## config.mk

```make
export PLATFORM = sky130hd
export DESIGN_NAME = chdtc_top
export DESIGN_NICKNAME = d
export VERILOG_FILES = /design/src/include/chdtc_pkg.sv /design/src/core/chdtc_top.sv
export SDC_FILE = /design/constraint.sdc
export NUM_CORES = 1
export LEC_CHECK = 0
export BUFFER_PORTS_ARGS = -buffer_cell sky130_fd_sc_hd__buf_2
export CAP_MARGIN = 0
export CORE_MARGIN = 2
export CORE_UTILIZATION = 30
export CTS_CLUSTER_DIAMETER = 50
export CTS_CLUSTER_SIZE = 16
export DETAILED_ROUTE_END_ITERATION = 10
export PLACE_DENSITY = 0.5
export SLEW_MARGIN = 0
export SYNTH_ARGS = -nofsm -noshare
export SYNTH_HDL_FRONTEND = slang
export SYNTH_SLANG_ARGS = --single-unit
```

## constraint.sdc

```tcl
create_clock -name aclk -period 4.12 [get_ports aclk]
set_input_delay 0.412 -clock aclk [delete_from_list [all_inputs] [get_ports aclk]]
set_output_delay 0.412 -clock aclk [all_outputs]
set_load 0.02 [all_outputs]
```

## src/include/chdtc_pkg.sv

```systemverilog
/*
 * chdtc_pkg: constants and types for the card host data transfer control block.
 * assumes a 32-bit axi4-lite register bus; register indices are printed values,
 * byte address is four times the index.
 */
package chdtc_pkg;
   // ****************************************************************
   // register indices and byte addresses
   // ****************************************************************
   localparam logic [19:0] CHDTC_IDX_CMD = 20'h0_0064;
   localparam logic [19:0] CHDTC_IDX_STATUS = 20'h0_006e;
   localparam logic [19:0] CHDTC_IDX_MEMTEST = 20'h3_0ffc;
   localparam logic [19:0] CHDTC_IDX_BUFDEF = 20'h0_0070;
   localparam logic [19:0] CHDTC_IDX_LENGTH = 20'h0_0071;
   localparam logic [19:0] CHDTC_IDX_NOTIFY = 20'h0_0072;
   localparam logic [19:0] CHDTC_IDX_MODE = 20'h0_0073;
   localparam logic [19:0] CHDTC_IDX_INVAL = 20'h0_0074;
   localparam int CHDTC_AW = 22;
   localparam logic [21:0] CHDTC_A_CMD = {CHDTC_IDX_CMD, 2'b00};
   localparam logic [21:0] CHDTC_A_STATUS = {CHDTC_IDX_STATUS, 2'b00};
   localparam logic [21:0] CHDTC_A_MEMTEST = {CHDTC_IDX_MEMTEST, 2'b00};
   localparam logic [21:0] CHDTC_A_BUFDEF = {CHDTC_IDX_BUFDEF, 2'b00};
   localparam logic [21:0] CHDTC_A_LENGTH = {CHDTC_IDX_LENGTH, 2'b00};
   localparam logic [21:0] CHDTC_A_NOTIFY = {CHDTC_IDX_NOTIFY, 2'b00};
   localparam logic [21:0] CHDTC_A_MODE = {CHDTC_IDX_MODE, 2'b00};
   localparam logic [21:0] CHDTC_A_INVAL = {CHDTC_IDX_INVAL, 2'b00};
   // ****************************************************************
   // command and status bits
   // ****************************************************************
   localparam int CHDTC_CMD_START_BIT = 16;
   localparam int CHDTC_CMD_WAIT_BIT = 17;
   localparam int CHDTC_CMD_ABORT_BIT = 18;
   localparam int CHDTC_ST_BLOCK_BIT = 8;
   localparam int CHDTC_ST_END_BIT = 9;
   localparam int CHDTC_ST_FLOW_BIT = 10;
   localparam int CHDTC_ST_FAULT_BIT = 11;
   localparam int CHDTC_ST_BUSY_BIT = 12;
   localparam int CHDTC_ST_WAIT_BIT = 13;
   localparam int CHDTC_ST_VALID_BIT = 14;
   localparam int CHDTC_ST_REFUSE_BIT = 15;
   // ****************************************************************
   // buffer kinds, directions, modes, granularity, reset values
   // ****************************************************************
   localparam logic [15:0] CHDTC_BUF_SAMPLE = 16'h03e8;
   localparam logic [15:0] CHDTC_BUF_SLOW = 16'h07d0;
   localparam logic [15:0] CHDTC_BUF_STAMP = 16'h0bb8;
   localparam logic CHDTC_DIR_TO_CARD = 1'b0;
   localparam logic CHDTC_DIR_TO_HOST = 1'b1;
   localparam logic CHDTC_MODE_ACQ = 1'b0;
   localparam logic CHDTC_MODE_REPLAY = 1'b1;
   localparam int CHDTC_GRAN_SHIFT = 6;
   localparam logic [31:0] CHDTC_ZERO32 = 32'h0000_0000;
   localparam logic [1:0] CHDTC_RESP_OKAY = 2'b00;
   localparam logic [1:0] CHDTC_RESP_SLVERR = 2'b10;
   localparam logic [1:0] CHDTC_RESP_DECERR = 2'b11;
   // buffer definition as written by software
   typedef struct packed {
      logic [15:0] kind;   // buffer_kind code
      logic dir;           // transfer direction
      logic valid;         // buffer defined and not invalidated
   } chdtc_buf_s;
   // transfer engine states
   typedef enum logic [1:0] {CHDTC_IDLE, CHDTC_ARMED, CHDTC_RUN} chdtc_state_e;
endpackage

```

## src/core/chdtc_top.sv

```systemverilog
/*
 * chdtc_top: command, status and memory-test control of host data transfers.
 * assumes a data mover beside it that moves bytes and reports them with
 * mover_beat; trigger, flow and fault inputs come from other logic on aclk.
 */
// Implementation choice: register access over AXI4-Lite.
// Functional notes
// - writing one enters test mode, commands ignored; here only card command bits are dropped, transfer commands still run
// - writing zero leaves test mode, commands resume
// - test mode allows transfers in either direction
// - buffer invalidated on redefine, completion, request
// - one register carries card and transfer commands
// - command register write-only, executes set bits
// - start transfer, held until trigger in acquisition; here test mode skips the trigger hold and runs at once
// - wait blocks until end or block available; here also released after WAIT_TIMEOUT cycles
// - abort stops transfer, data marked invalid
// - status register read-only, shows current flags
// - block flag when notify bytes are available
// - end flag only when notify size zero
// - flow flag on overrun or underrun
// - internal fault flag on engine error
// - notify zero events at end, else each block
// - wrong-direction transfers refused outside test mode
module chdtc_top
   import chdtc_pkg::*;
#(
   parameter int LEN_W = 32,           // transfer length counter width
   parameter int WAIT_TIMEOUT = 100000 // wait command timeout in cycles
) (
   input wire logic aclk,                    // bus clock, 20 MHz
   input wire logic aresetn,                 // synchronous reset, active low
   input wire logic [CHDTC_AW-1:0] s_axi_awaddr, // write address
   input wire logic s_axi_awvalid,           // write address valid
   output logic s_axi_awready,               // write address ready
   input wire logic [31:0] s_axi_wdata,      // write data
   input wire logic [3:0] s_axi_wstrb,       // write byte strobes
   input wire logic s_axi_wvalid,            // write data valid
   output logic s_axi_wready,                // write data ready
   output logic [1:0] s_axi_bresp,           // write response
   output logic s_axi_bvalid,                // write response valid
   input wire logic s_axi_bready,            // write response ready
   input wire logic [CHDTC_AW-1:0] s_axi_araddr, // read address
   input wire logic s_axi_arvalid,           // read address valid
   output logic s_axi_arready,               // read address ready
   output logic [31:0] s_axi_rdata,          // read data
   output logic [1:0] s_axi_rresp,           // read response
   output logic s_axi_rvalid,                // read data valid
   input wire logic s_axi_rready,            // read data ready
   input wire logic trigger_seen,            // card has received its trigger
   input wire logic mover_beat,              // mover moved 64 bytes this cycle
   input wire logic flow_fault,              // overrun or underrun pulse
   input wire logic internal_fault,          // internal engine fault pulse
   output logic mover_run,                   // mover may move data
   output logic mover_dir,                   // 1 card to host, 0 host to card
   output logic memory_test_mode,            // test mode active
   output logic [15:0] card_cmd              // card control command pulse bits
);
   // ****************************************************************
   // elaboration checks
   // ****************************************************************
   initial begin
      if (LEN_W < 8 || LEN_W > 32) $error("LEN_W out of range");
      if (WAIT_TIMEOUT < 1) $error("WAIT_TIMEOUT must be positive");
   end

   // ****************************************************************
   // bus slave: write path
   // ****************************************************************
   logic aw_held_r, w_held_r;
   logic [CHDTC_AW-1:0] awaddr_r;
   logic [31:0] wdata_r;
   logic [3:0] wstrb_r;
   logic wr_go, wait_busy_r, wait_done, do_wait, do_abort;
   // the response is held back while a wait command blocks
   assign wr_go = aw_held_r && w_held_r && !s_axi_bvalid && !wait_busy_r;

   // capture address and data in either order
   always_ff @(posedge aclk) begin
      if (!aresetn) begin
         aw_held_r <= 1'b0;
         w_held_r <= 1'b0;
         awaddr_r <= '0;
         wdata_r <= CHDTC_ZERO32;
         wstrb_r <= 4'h0;
      end else begin
         if (s_axi_awvalid && s_axi_awready) begin
            aw_held_r <= 1'b1;
            awaddr_r <= s_axi_awaddr;
         end else if (wr_go) begin
            aw_held_r <= 1'b0;
         end
         if (s_axi_wvalid && s_axi_wready) begin
            w_held_r <= 1'b1;
            wdata_r <= s_axi_wdata;
            wstrb_r <= s_axi_wstrb;
         end else if (wr_go) begin
            w_held_r <= 1'b0;
         end
      end
   end

   // ready only while the holding slot is empty
   always_ff @(posedge aclk) begin
      if (!aresetn) begin
         s_axi_awready <= 1'b0;
         s_axi_wready <= 1'b0;
      end else begin
         s_axi_awready <= !aw_held_r && !(s_axi_awvalid && s_axi_awready);
         s_axi_wready <= !w_held_r && !(s_axi_wvalid && s_axi_wready);
      end
   end

   // write decode
   logic wr_cmd, wr_memtest, wr_bufdef, wr_len, wr_notify, wr_mode, wr_inval, wr_hit, full_word;
   assign full_word = (wstrb_r == 4'hf);
   assign wr_cmd = wr_go && awaddr_r == CHDTC_A_CMD && full_word;
   assign wr_memtest = wr_go && awaddr_r == CHDTC_A_MEMTEST && full_word;
   assign wr_bufdef = wr_go && awaddr_r == CHDTC_A_BUFDEF && full_word;
   assign wr_len = wr_go && awaddr_r == CHDTC_A_LENGTH && full_word;
   assign wr_notify = wr_go && awaddr_r == CHDTC_A_NOTIFY && full_word;
   assign wr_mode = wr_go && awaddr_r == CHDTC_A_MODE && full_word;
   assign wr_inval = wr_go && awaddr_r == CHDTC_A_INVAL && full_word;
   assign wr_hit = wr_cmd | wr_memtest | wr_bufdef | wr_len | wr_notify | wr_mode | wr_inval;

   // response: slverr for partial strobes, decerr for unmapped
   logic addr_known;
   assign addr_known = awaddr_r == CHDTC_A_CMD || awaddr_r == CHDTC_A_MEMTEST
      || awaddr_r == CHDTC_A_BUFDEF || awaddr_r == CHDTC_A_LENGTH || awaddr_r == CHDTC_A_NOTIFY
      || awaddr_r == CHDTC_A_MODE || awaddr_r == CHDTC_A_INVAL || awaddr_r == CHDTC_A_STATUS;
   always_ff @(posedge aclk) begin
      if (!aresetn) begin
         s_axi_bvalid <= 1'b0;
         s_axi_bresp <= CHDTC_RESP_OKAY;
      end else if (wr_go) begin
         s_axi_bvalid <= !(do_wait && !do_abort);  // a wait answers later
         if (!addr_known) s_axi_bresp <= CHDTC_RESP_DECERR;
         else if (!wr_hit) s_axi_bresp <= CHDTC_RESP_SLVERR;  // status is read-only
         else s_axi_bresp <= CHDTC_RESP_OKAY;
      end else if (wait_done) begin
         s_axi_bvalid <= 1'b1;
      end else if (s_axi_bready) begin
         s_axi_bvalid <= 1'b0;
      end
   end

   // ****************************************************************
   // configuration registers
   // ****************************************************************
   chdtc_buf_s buf_r;
   logic [LEN_W-1:0] len_r, notify_r;
   logic mode_r, refuse_r, data_valid_r;
   chdtc_state_e state_r;
   logic [LEN_W-1:0] moved_r, since_r;
   logic done_evt;
   localparam logic [LEN_W-1:0] LEN_ZERO = '0;
   localparam logic [LEN_W-1:0] BEAT_BYTES = LEN_W'(64);

   // test mode flag
   always_ff @(posedge aclk) begin
      if (!aresetn) memory_test_mode <= 1'b0;
      else if (wr_memtest) memory_test_mode <= wdata_r[0];  // one enters zero leaves
   end

   // length, notify size and operating mode
   always_ff @(posedge aclk) begin
      if (!aresetn) begin
         len_r <= LEN_ZERO;
         notify_r <= LEN_ZERO;
         mode_r <= CHDTC_MODE_ACQ;
      end else begin
         // low six bits dropped: hardware counts whole 64-byte beats only
         if (wr_len) len_r <= {wdata_r[LEN_W-1:CHDTC_GRAN_SHIFT], 6'b00_0000};
         if (wr_notify) notify_r <= wdata_r[LEN_W-1:0];
         if (wr_mode) mode_r <= wdata_r[0];
      end
   end

   // buffer definition and invalidation
   always_ff @(posedge aclk) begin
      if (!aresetn) begin
         buf_r <= '0;
      end else if (wr_bufdef) begin
         // a new definition replaces and so invalidates the old one
         buf_r.kind <= wdata_r[15:0];
         buf_r.dir <= wdata_r[16];
         buf_r.valid <= 1'b1;
      end else if (done_evt) begin
         buf_r.valid <= 1'b0;
      end else if (wr_inval && wdata_r[15:0] == buf_r.kind) begin
         buf_r.valid <= 1'b0;                                   // kind must match
      end
   end

   // ****************************************************************
   // command decode
   // ****************************************************************
   logic cmd_ok, do_start, dir_ok;
   // card commands are dropped while test mode is on
   assign cmd_ok = wr_cmd && !memory_test_mode;
   // direction against mode is refused unless in test mode
   assign dir_ok = memory_test_mode || (mode_r == CHDTC_MODE_ACQ ? buf_r.dir == CHDTC_DIR_TO_HOST
                                                                 : buf_r.dir == CHDTC_DIR_TO_CARD);
   // start only accepted with a valid buffer and nothing running
   assign do_start = wr_cmd && wdata_r[CHDTC_CMD_START_BIT] && buf_r.valid && state_r == CHDTC_IDLE && dir_ok;
   assign do_abort = wr_cmd && wdata_r[CHDTC_CMD_ABORT_BIT];
   assign do_wait = wr_cmd && wdata_r[CHDTC_CMD_WAIT_BIT];

   // card control bits pass on in the same write
   always_ff @(posedge aclk) begin
      if (!aresetn) card_cmd <= 16'h0000;
      else card_cmd <= cmd_ok ? wdata_r[15:0] : 16'h0000;
   end

   // refused start remembered for software
   always_ff @(posedge aclk) begin
      if (!aresetn) refuse_r <= 1'b0;
      else if (wr_cmd && wdata_r[CHDTC_CMD_START_BIT] && buf_r.valid && !dir_ok) refuse_r <= 1'b1;
      else if (do_start) refuse_r <= 1'b0;
   end

   // ****************************************************************
   // transfer engine
   // ****************************************************************
   logic at_end, at_block;
   assign at_end = (moved_r + BEAT_BYTES) >= len_r;
   assign at_block = notify_r != LEN_ZERO && (since_r + BEAT_BYTES) >= notify_r;
   assign done_evt = state_r == CHDTC_RUN && mover_beat && at_end;

   // state: abort wins over start in the same write
   always_ff @(posedge aclk) begin
      if (!aresetn) begin
         state_r <= CHDTC_IDLE;
      end else begin
         case (state_r)
            CHDTC_IDLE: begin
               if (do_start && !do_abort) begin
                  // acquisition waits for the trigger unless in test mode
                  if (mode_r == CHDTC_MODE_ACQ && !memory_test_mode && !trigger_seen) state_r <= CHDTC_ARMED;
                  else state_r <= CHDTC_RUN;
               end
            end
            CHDTC_ARMED: begin
               if (do_abort) state_r <= CHDTC_IDLE;
               else if (trigger_seen) state_r <= CHDTC_RUN;
            end
            CHDTC_RUN: begin
               if (do_abort || done_evt) state_r <= CHDTC_IDLE;
            end
            default: state_r <= CHDTC_IDLE;
         endcase
      end
   end

   // byte counters in 64-byte beats
   always_ff @(posedge aclk) begin
      if (!aresetn) begin
         moved_r <= LEN_ZERO;
         since_r <= LEN_ZERO;
      end else if (do_start) begin
         moved_r <= LEN_ZERO;
         since_r <= LEN_ZERO;
      end else if (state_r == CHDTC_RUN && mover_beat) begin
         moved_r <= moved_r + BEAT_BYTES;
         since_r <= at_block ? LEN_ZERO : since_r + BEAT_BYTES;
      end
   end

   // mover controls
   always_ff @(posedge aclk) begin
      if (!aresetn) begin
         mover_run <= 1'b0;
         mover_dir <= CHDTC_DIR_TO_CARD;
      end else begin
         mover_run <= state_r == CHDTC_RUN && !done_evt && !do_abort;
         mover_dir <= buf_r.dir;
      end
   end

   // ****************************************************************
   // status flags: hardware set wins over the start clear
   // ****************************************************************
   logic blk_r, end_r, flow_r, fault_r;
   logic beat_run;
   assign beat_run = state_r == CHDTC_RUN && mover_beat;
   always_ff @(posedge aclk) begin
      if (!aresetn) begin
         blk_r <= 1'b0;
         end_r <= 1'b0;
         flow_r <= 1'b0;
         fault_r <= 1'b0;
      end else begin
         // block flag after each notify-size worth, stays set
         if (beat_run && at_block) blk_r <= 1'b1;
         else if (do_start) blk_r <= 1'b0;
         // end flag only with notify size zero
         if (done_evt && notify_r == LEN_ZERO) end_r <= 1'b1;
         else if (do_start) end_r <= 1'b0;
         if (flow_fault && state_r != CHDTC_IDLE) flow_r <= 1'b1;
         else if (do_start) flow_r <= 1'b0;
         if (internal_fault && state_r != CHDTC_IDLE) fault_r <= 1'b1;
         else if (do_start) fault_r <= 1'b0;
      end
   end

   // transferred data marked invalid on abort
   always_ff @(posedge aclk) begin
      if (!aresetn) data_valid_r <= 1'b0;
      else if (do_abort) data_valid_r <= 1'b0;
      else if (do_start) data_valid_r <= 1'b1;
   end

   // ****************************************************************
   // wait command: holds the write response
   // ****************************************************************
   logic [31:0] wait_cnt_r;
   logic wait_met;
   assign wait_met = state_r == CHDTC_IDLE || blk_r || end_r;
   assign wait_done = wait_busy_r && (wait_met || wait_cnt_r >= 32'(WAIT_TIMEOUT - 1));
   always_ff @(posedge aclk) begin
      if (!aresetn) begin
         wait_busy_r <= 1'b0;
         wait_cnt_r <= CHDTC_ZERO32;
      end else if (do_wait && !do_abort) begin
         wait_busy_r <= 1'b1;
         wait_cnt_r <= CHDTC_ZERO32;
      end else if (wait_busy_r) begin
         // release when the engine is idle, on the block or end flag, or on timeout
         if (wait_done) wait_busy_r <= 1'b0;
         wait_cnt_r <= wait_cnt_r + 32'h0000_0001;
      end
   end

   // ****************************************************************
   // bus slave: read path
   // ****************************************************************
   logic [31:0] status_word;
   always_comb begin
      status_word = CHDTC_ZERO32;
      status_word[CHDTC_ST_BLOCK_BIT] = blk_r;
      status_word[CHDTC_ST_END_BIT] = end_r;
      status_word[CHDTC_ST_FLOW_BIT] = flow_r;
      status_word[CHDTC_ST_FAULT_BIT] = fault_r;
      status_word[CHDTC_ST_BUSY_BIT] = state_r != CHDTC_IDLE;
      status_word[CHDTC_ST_WAIT_BIT] = state_r == CHDTC_ARMED;
      status_word[CHDTC_ST_VALID_BIT] = data_valid_r;
      status_word[CHDTC_ST_REFUSE_BIT] = refuse_r;
   end

   // one-word read, answered the cycle after the address is taken
   always_ff @(posedge aclk) begin
      if (!aresetn) begin
         s_axi_arready <= 1'b0;
         s_axi_rvalid <= 1'b0;
         s_axi_rdata <= CHDTC_ZERO32;
         s_axi_rresp <= CHDTC_RESP_OKAY;
      end else begin
         s_axi_arready <= !s_axi_rvalid && !(s_axi_arvalid && s_axi_arready);
         if (s_axi_arvalid && s_axi_arready) begin
            s_axi_rvalid <= 1'b1;
            s_axi_rresp <= CHDTC_RESP_OKAY;
            case (s_axi_araddr)
               CHDTC_A_STATUS: s_axi_rdata <= status_word;                 // live flags
               CHDTC_A_MEMTEST: s_axi_rdata <= {31'h0000_0000, memory_test_mode};
               CHDTC_A_BUFDEF: s_axi_rdata <= {14'h0000, buf_r.valid, buf_r.dir, buf_r.kind};
               CHDTC_A_LENGTH: s_axi_rdata <= 32'(len_r);
               CHDTC_A_NOTIFY: s_axi_rdata <= 32'(notify_r);
               CHDTC_A_MODE: s_axi_rdata <= {31'h0000_0000, mode_r};
               CHDTC_A_CMD, CHDTC_A_INVAL: begin
                  s_axi_rdata <= CHDTC_ZERO32;                             // write-only
                  s_axi_rresp <= CHDTC_RESP_SLVERR;
               end
               default: begin
                  s_axi_rdata <= CHDTC_ZERO32;
                  s_axi_rresp <= CHDTC_RESP_DECERR;
               end
            endcase
         end else if (s_axi_rready) begin
            s_axi_rvalid <= 1'b0;
         end
      end
   end
endmodule

```

== Yosys cells after proc, flatten, opt, wreduce, memory -nomap -nowiden ==
Index checks and enable logic that the tools add are counted.

* Bits in read-only memories: 0
* Memories: 0
* Output and inout bits: 60
* Register bits: 302
* Bits in writable memories: 0
* Latch bits: 0

* Add/sub/neg operators: 3
* Reductions and logical operators: 93
* Mux-type cells: 32
* $mul: 0
* Equal/unequal tests: 23
* Div/mod/pow operators: 0
* Bitwise operators: 9
* Shift operators: 0
* $lt $le $gt $ge: 3

{| class="wikitable"
|+ Operators by type and width
! operator !! count
|-
| equality test 22 x 9 -> 1 bit (second input constant) || 14
|-
| case mux 32 bit (6 select lines) || 1
|-
| adder 32 x 7 -> 32 bit (second input constant) || 2
|-
| greater-or-equal comparator 32 bit || 2
|-
| logical AND 1 bit || 46
|-
| equality test 22 x 20 -> 1 bit (second input constant) || 2
|-
| adder 32 x 1 -> 32 bit (second input constant) || 1
|-
| greater-or-equal comparator 32 x 17 -> 1 bit (second input constant) || 1
|-
| zero test 32 bit || 1
|-
| 2-to-1 mux 32 bit || 1
|-
| nonzero test 32 bit || 1
|-
| 2-to-1 mux 1 bit || 21
|-
| nonzero test 2 bit || 9
|-
| equality test 16 bit || 1
|-
| zero test 1 bit || 14
|-
| 2-to-1 mux 2 bit || 7
|-
| logical OR 1 bit || 12
|-
| OR reduction 2 bit || 4
|-
| OR 1 bit || 6
|-
| case mux 2 bit (3 select lines) || 1
|-
| nonzero test 3 bit || 2
|-
| OR reduction 6 bit || 1
|-
| equality test 4 bit (second input constant) || 1
|-
| inequality test 2 x 1 -> 1 bit (second input constant) || 2
|-
| 8 further kinds || 10
|}

== Longest topological paths before layout ==
* Depth in word-level cells: 13
* Gate-level depth with buffers: 15
* Gate-level depth less buffers: 13

== Least setup slack after synthesis ==
No wires, ideal clock.

* Kind: register to register
* From: reg since_r[6]
* To: reg since_r[7]
* Path buffers: 1
* Arrival time: 3.385 ns
* Path slack: 0.602 ns
* Stages on the path, launching flop included: 15
* Path through: dfxtp_1 -> ha_1 -> nand3_1 -> or4_1 -> nor3_4 -> nand3_1 -> xnor2_1 -> ha_1 -> nand4_1 -> nor3_1 -> o211a_1 -> o41ai_1 -> a21oi_1 -> clkbuf_1 -> o21ai_0

* Cells in the longest elaborated chain, start to end: 4

{| class="wikitable"
|+ RTL lines
! element !! RTL line !! text
|-
| start: declaration || chdtc_top.sv:153 || <nowiki>logic [LEN_W-1:0] moved_r, since_r;</nowiki>
|-
| start signal: assignment || chdtc_top.sv:264 || <nowiki>since_r <= at_block ? LEN_ZERO : since_r + BEAT_BYTES;</nowiki>
|-
| adder 32 x 7 -> 32 bit (*) || chdtc_top.sv:226, chdtc_top.sv:264 ||
|-
| greater-or-equal comparator 32 bit || chdtc_top.sv:226 || <nowiki>assign at_block = notify_r != LEN_ZERO && (since_r + BEAT_BYTES) >= notify_r;</nowiki>
|-
| logical AND 1 bit || chdtc_top.sv:226 ||
|-
| 2-to-1 mux 32 bit (*) || chdtc_top.sv:264 ||
|}

Mark *: on every way between the ends. The rest lies on a longest branch, timed or not.
A chain may end at the register's enable or synchronous reset.

== Worst setup path after layout ==
* From: reg since_r[7]
* To: reg since_r[27]

The elaborated chain is that of the path after synthesis.

==> metrics.txt <==
Distinct cells, synth 70; Die Footprint 47700 um2; Clock Root Buffer clkbuf_16; syn_nets 1850; I/O Pins between 150 and 200; CTS sink count 290; drt drc 0; first-pass GRT wire length around 66000 um; min-delay worst type input port to register; area grow syn2layout 18.2%; Req. time, crit path between 4 and 5 ns; Post-synth EDFFs 0; Fill cells 4803; worst-case vdd ir drop 0.271 mV; RSZ-0062 raised after global routing false; via/cell ratio 4.93; Post-DP HPWL 30700 um; Max-slew headroom 44.4%; number of CTS-inserted buffers 36; Iteration-0 DRC Markers 707; pwr/cell area 379 nW/um2; count of pins over their slew limit 0; multi-input logic area ~7300 um2; H-Tree Level Count 2; worst-path fanout max 22; grt ovf 0; Post-Layout Cell Count 2460; CP Cell Sequence ha_1, nand3_1, or4_1, nor3_4, nand3_1, xnor2_1, ha_1, nand4_1, nor3_2, o211a_1, o41ai_1, a21oi_1, buf_4, a211oi_1; routed wire length approximately 42000 um; Slowest-stage cell, CP or4_1; cell area after synthesis ~14000 um2; Final period util 90.9%; ys async rst share 0%; Total GRT Usage 17.6%; fraction of final layout cells sized beyond drive strength 1 ~15%; syn avg cell area 8.09 um2; YS warnings 0; Hold Buf Count CTS 0; worst slew pin tran 0.827 ns; Setup CP Type register to register; worst hold slack between 0.09 and 0.1 ns; Max Cap Viol 0; post-route cell area 16300 um2; Initial Utilization 30.4%; min cycle time layout 3.75 ns; Yosys reg bits 290; sw frac 24.9%; TritonCTS clock tree done; Logic pwr share 3.6%; Rows 78; Post-DP Area 15100 um2; share of power burned in registers 46.7%; NetSw 1.53 mW; Mapped Cells 1704; Chip Width 218 um; startpoint types register; final hold violations 0; Main synth FF type dfxtp_1; clock transition at the registers of the reported paths 0.06 ns; endpoint type of the worst setup path register; routability cong. around 0.83; fin nets 1978; Die H 218 um; largest net degree at the start of global routing 68; Seq/Total Area, Yosys 42.1%; Detail Route Antenna Nets 0; initial antenna violation count 2; clk_skew approximately 0.032 ns; crit path DAT 4.13 ns; PortBufs 150; number of global-route vias before repair 11700; CP max stage delay 0.63 ns; Pwr Total 6.17 mW; Clk pwr share around half; clk buf depth 3; status finished clean; dpl cells 2392; WL/cell 17.0 um; DR pass1 iterations 7; fmax 267 MHz; final setup vio count 0; core area 45400 um2; vias post-DR 12100; P_leak 5.98 nW; sequential cell area 5810 um2; Pint approximately 4.6 mW; Setup TNS 0 ns; Skew-Pair Late Insertion Delay 0.56 ns
==> final cells by class <==
class | instances | share of cell area (%)
Multi-Input combinational cell | 1259 | 45.1
Sequential cell | 290 | 35.7
Clock buffer | 44 | 5.90
Inverter | 68 | 1.58
Clock inverter | 21 | 1.18
Antenna cell | 1 | 0.0154
Tap cell | 600 | 4.61
Timing Repair Buffer | 177 | 5.93
==> cell usage in the layout, fill, tap and decap left out, types with 7 or more instances in the layout <==
| master | instances |
|---|---|
| buf_2 | 150 |
| ha_1 | 55 |
| buf_4 | 26 |
| xnor2_1 | 73 |
| clkbuf_16 | 36 |
| dfxtp_1 | 290 |
| and2_1 | 24 |
| a22oi_1 | 23 |
| nand3_1 | 51 |
| nor4_1 | 30 |
| a211oi_1 | 22 |
| nor2_1 | 127 |
| or3_1 | 7 |
| xor2_1 | 69 |
| o21ai_0 | 19 |
| a21boi_0 | 7 |
| nor3_1 | 26 |
| and4_1 | 7 |
| o21ai_1 | 25 |
| inv_1 | 67 |
| nand4_1 | 32 |
| nand2_1 | 381 |
| a21oi_1 | 163 |
| and3_1 | 7 |
| a222oi_1 | 11 |
==> metal layers <==
layer  track usage (%)  wire length (um)  vias up
li1                  -                 -     6080
met4              4.35               661        4
met1              23.9             20000     5716
met2              27.9             18800      267
met5                 0                24        -
met3              4.12              2450       49
==> state kept, by name (all words and copies together), names as in the netlist, 2 cells and up <==
signal,count
s_axi_rresp,2
state_r,2
s_axi_rdata,32
wstrb_r,4
wait_cnt_r,32
notify_r,32
s_axi_bresp,2
len_r,26
since_r,26
moved_r,26
wdata_r,32
card_cmd,16
awaddr_r,22
buf_r,18
==> what timing repair did <==
| action | 4_1_cts | 5_1_grt |
|---|---|---|
| setup endpoints to repair | 0 | 20 |
| resized for setup | 0 | 1 |
| buffers inserted | 0 | 2 |
==> final timing paths <==
| kind | endpoint | slack, ns | cells after the start | from |
|---|---|---|---|---|
| hold / removal | wstrb_r[2] | 0.09 | 3 | s_axi_wstrb[2] |
| hold reg to reg | s_axi_rdata[19] | 0.44 | 2 | s_axi_rdata[19] |
| setup reg to reg | since_r[27] | 0.37 | 14 | since_r[7] |
| setup / recovery | since_r[27] | 0.37 | 14 | since_r[7] |
==> metrics by stage <==
step | worst slack [ns] | utilization [%]
floorplan | 0.602 | -
global placement | 0.321 | 33.3
detailed placement | 0.260 | 33.3
CTS | 0.242 | 35.8
global route | 0.0783 | 35.9
finish | 0.374 | 35.9
==> Yosys cell counts, types with 4 or more instances <==
library cell    n  area, um2
nor2_1        128        480
o21ai_2         5       43.8
nor3_1         29        145
and2_1         24        150
a32oi_1         4       35.0
clkbuf_1       58        218
dfxtp_1       290       5810
nor2b_1         6       37.5
or2_2           5       31.3
and4_1          7       61.3
nand3_1        51        255
nor4_2          6       75.1
buf_2          13       65.1
xor2_1         69        604
buf_4           7       52.6
ha_1           55        688
nand2b_1        4       25.0
nand3b_1        6       45.0
xnor2_1        73        639
o21ai_1        25        125
a21boi_0        7       52.6
a22oi_1        23        173
or3_1           7       43.8
mux2i_1         4       40.0
a21o_1          4       30.0
and3_1          7       43.8
inv_1          68        255
o21ai_0        19       95.1
a211oi_1       22        165
a222oi_1       11        110
nand4_1        32        200
nor4_1         30        188
buf_1           6       22.5
nand2_1       381       1430
a21oi_1       163        816
==> kinds of logic after synthesis <==
group                    count (synthesis)  synth area share [%]
AND/OR/NAND/NOR                        747                  25.1
XOR/XNOR                               142                  9.03
flip-flops                             290                  42.1
adder cells (fa/ha/maj)                 55                  5.00
AO/OA/AOI/OAI                          311                  13.7
buffers and inverters                  155                  4.70
multiplexers                             4                 0.291
==> power by group through the flow <==
stage / Combinational [mW] / Clock [mW] / Sequential (mW)
floorplan: 0.121 / 0 / 2.93
global placement: 0.223 / 0 / 2.94
detailed placement: 0.225 / 0 / 2.94
CTS: 0.226 / 3.17 / 2.88
global route: 0.249 / 3.28 / 2.88
finish: 0.222 / 3.07 / 2.88
==> worst max-delay path, delay by kind of cell (launching register included) <==
family          cells  cell delay (ns)
flops               1             0.37
simple gates        6             1.74
fa+ha+maj           2             0.52
xor+xnor            1             0.15
buf+inv             1             0.29
compound gates      4             0.52
Note: power is estimated with default switching activity, not from simulation.
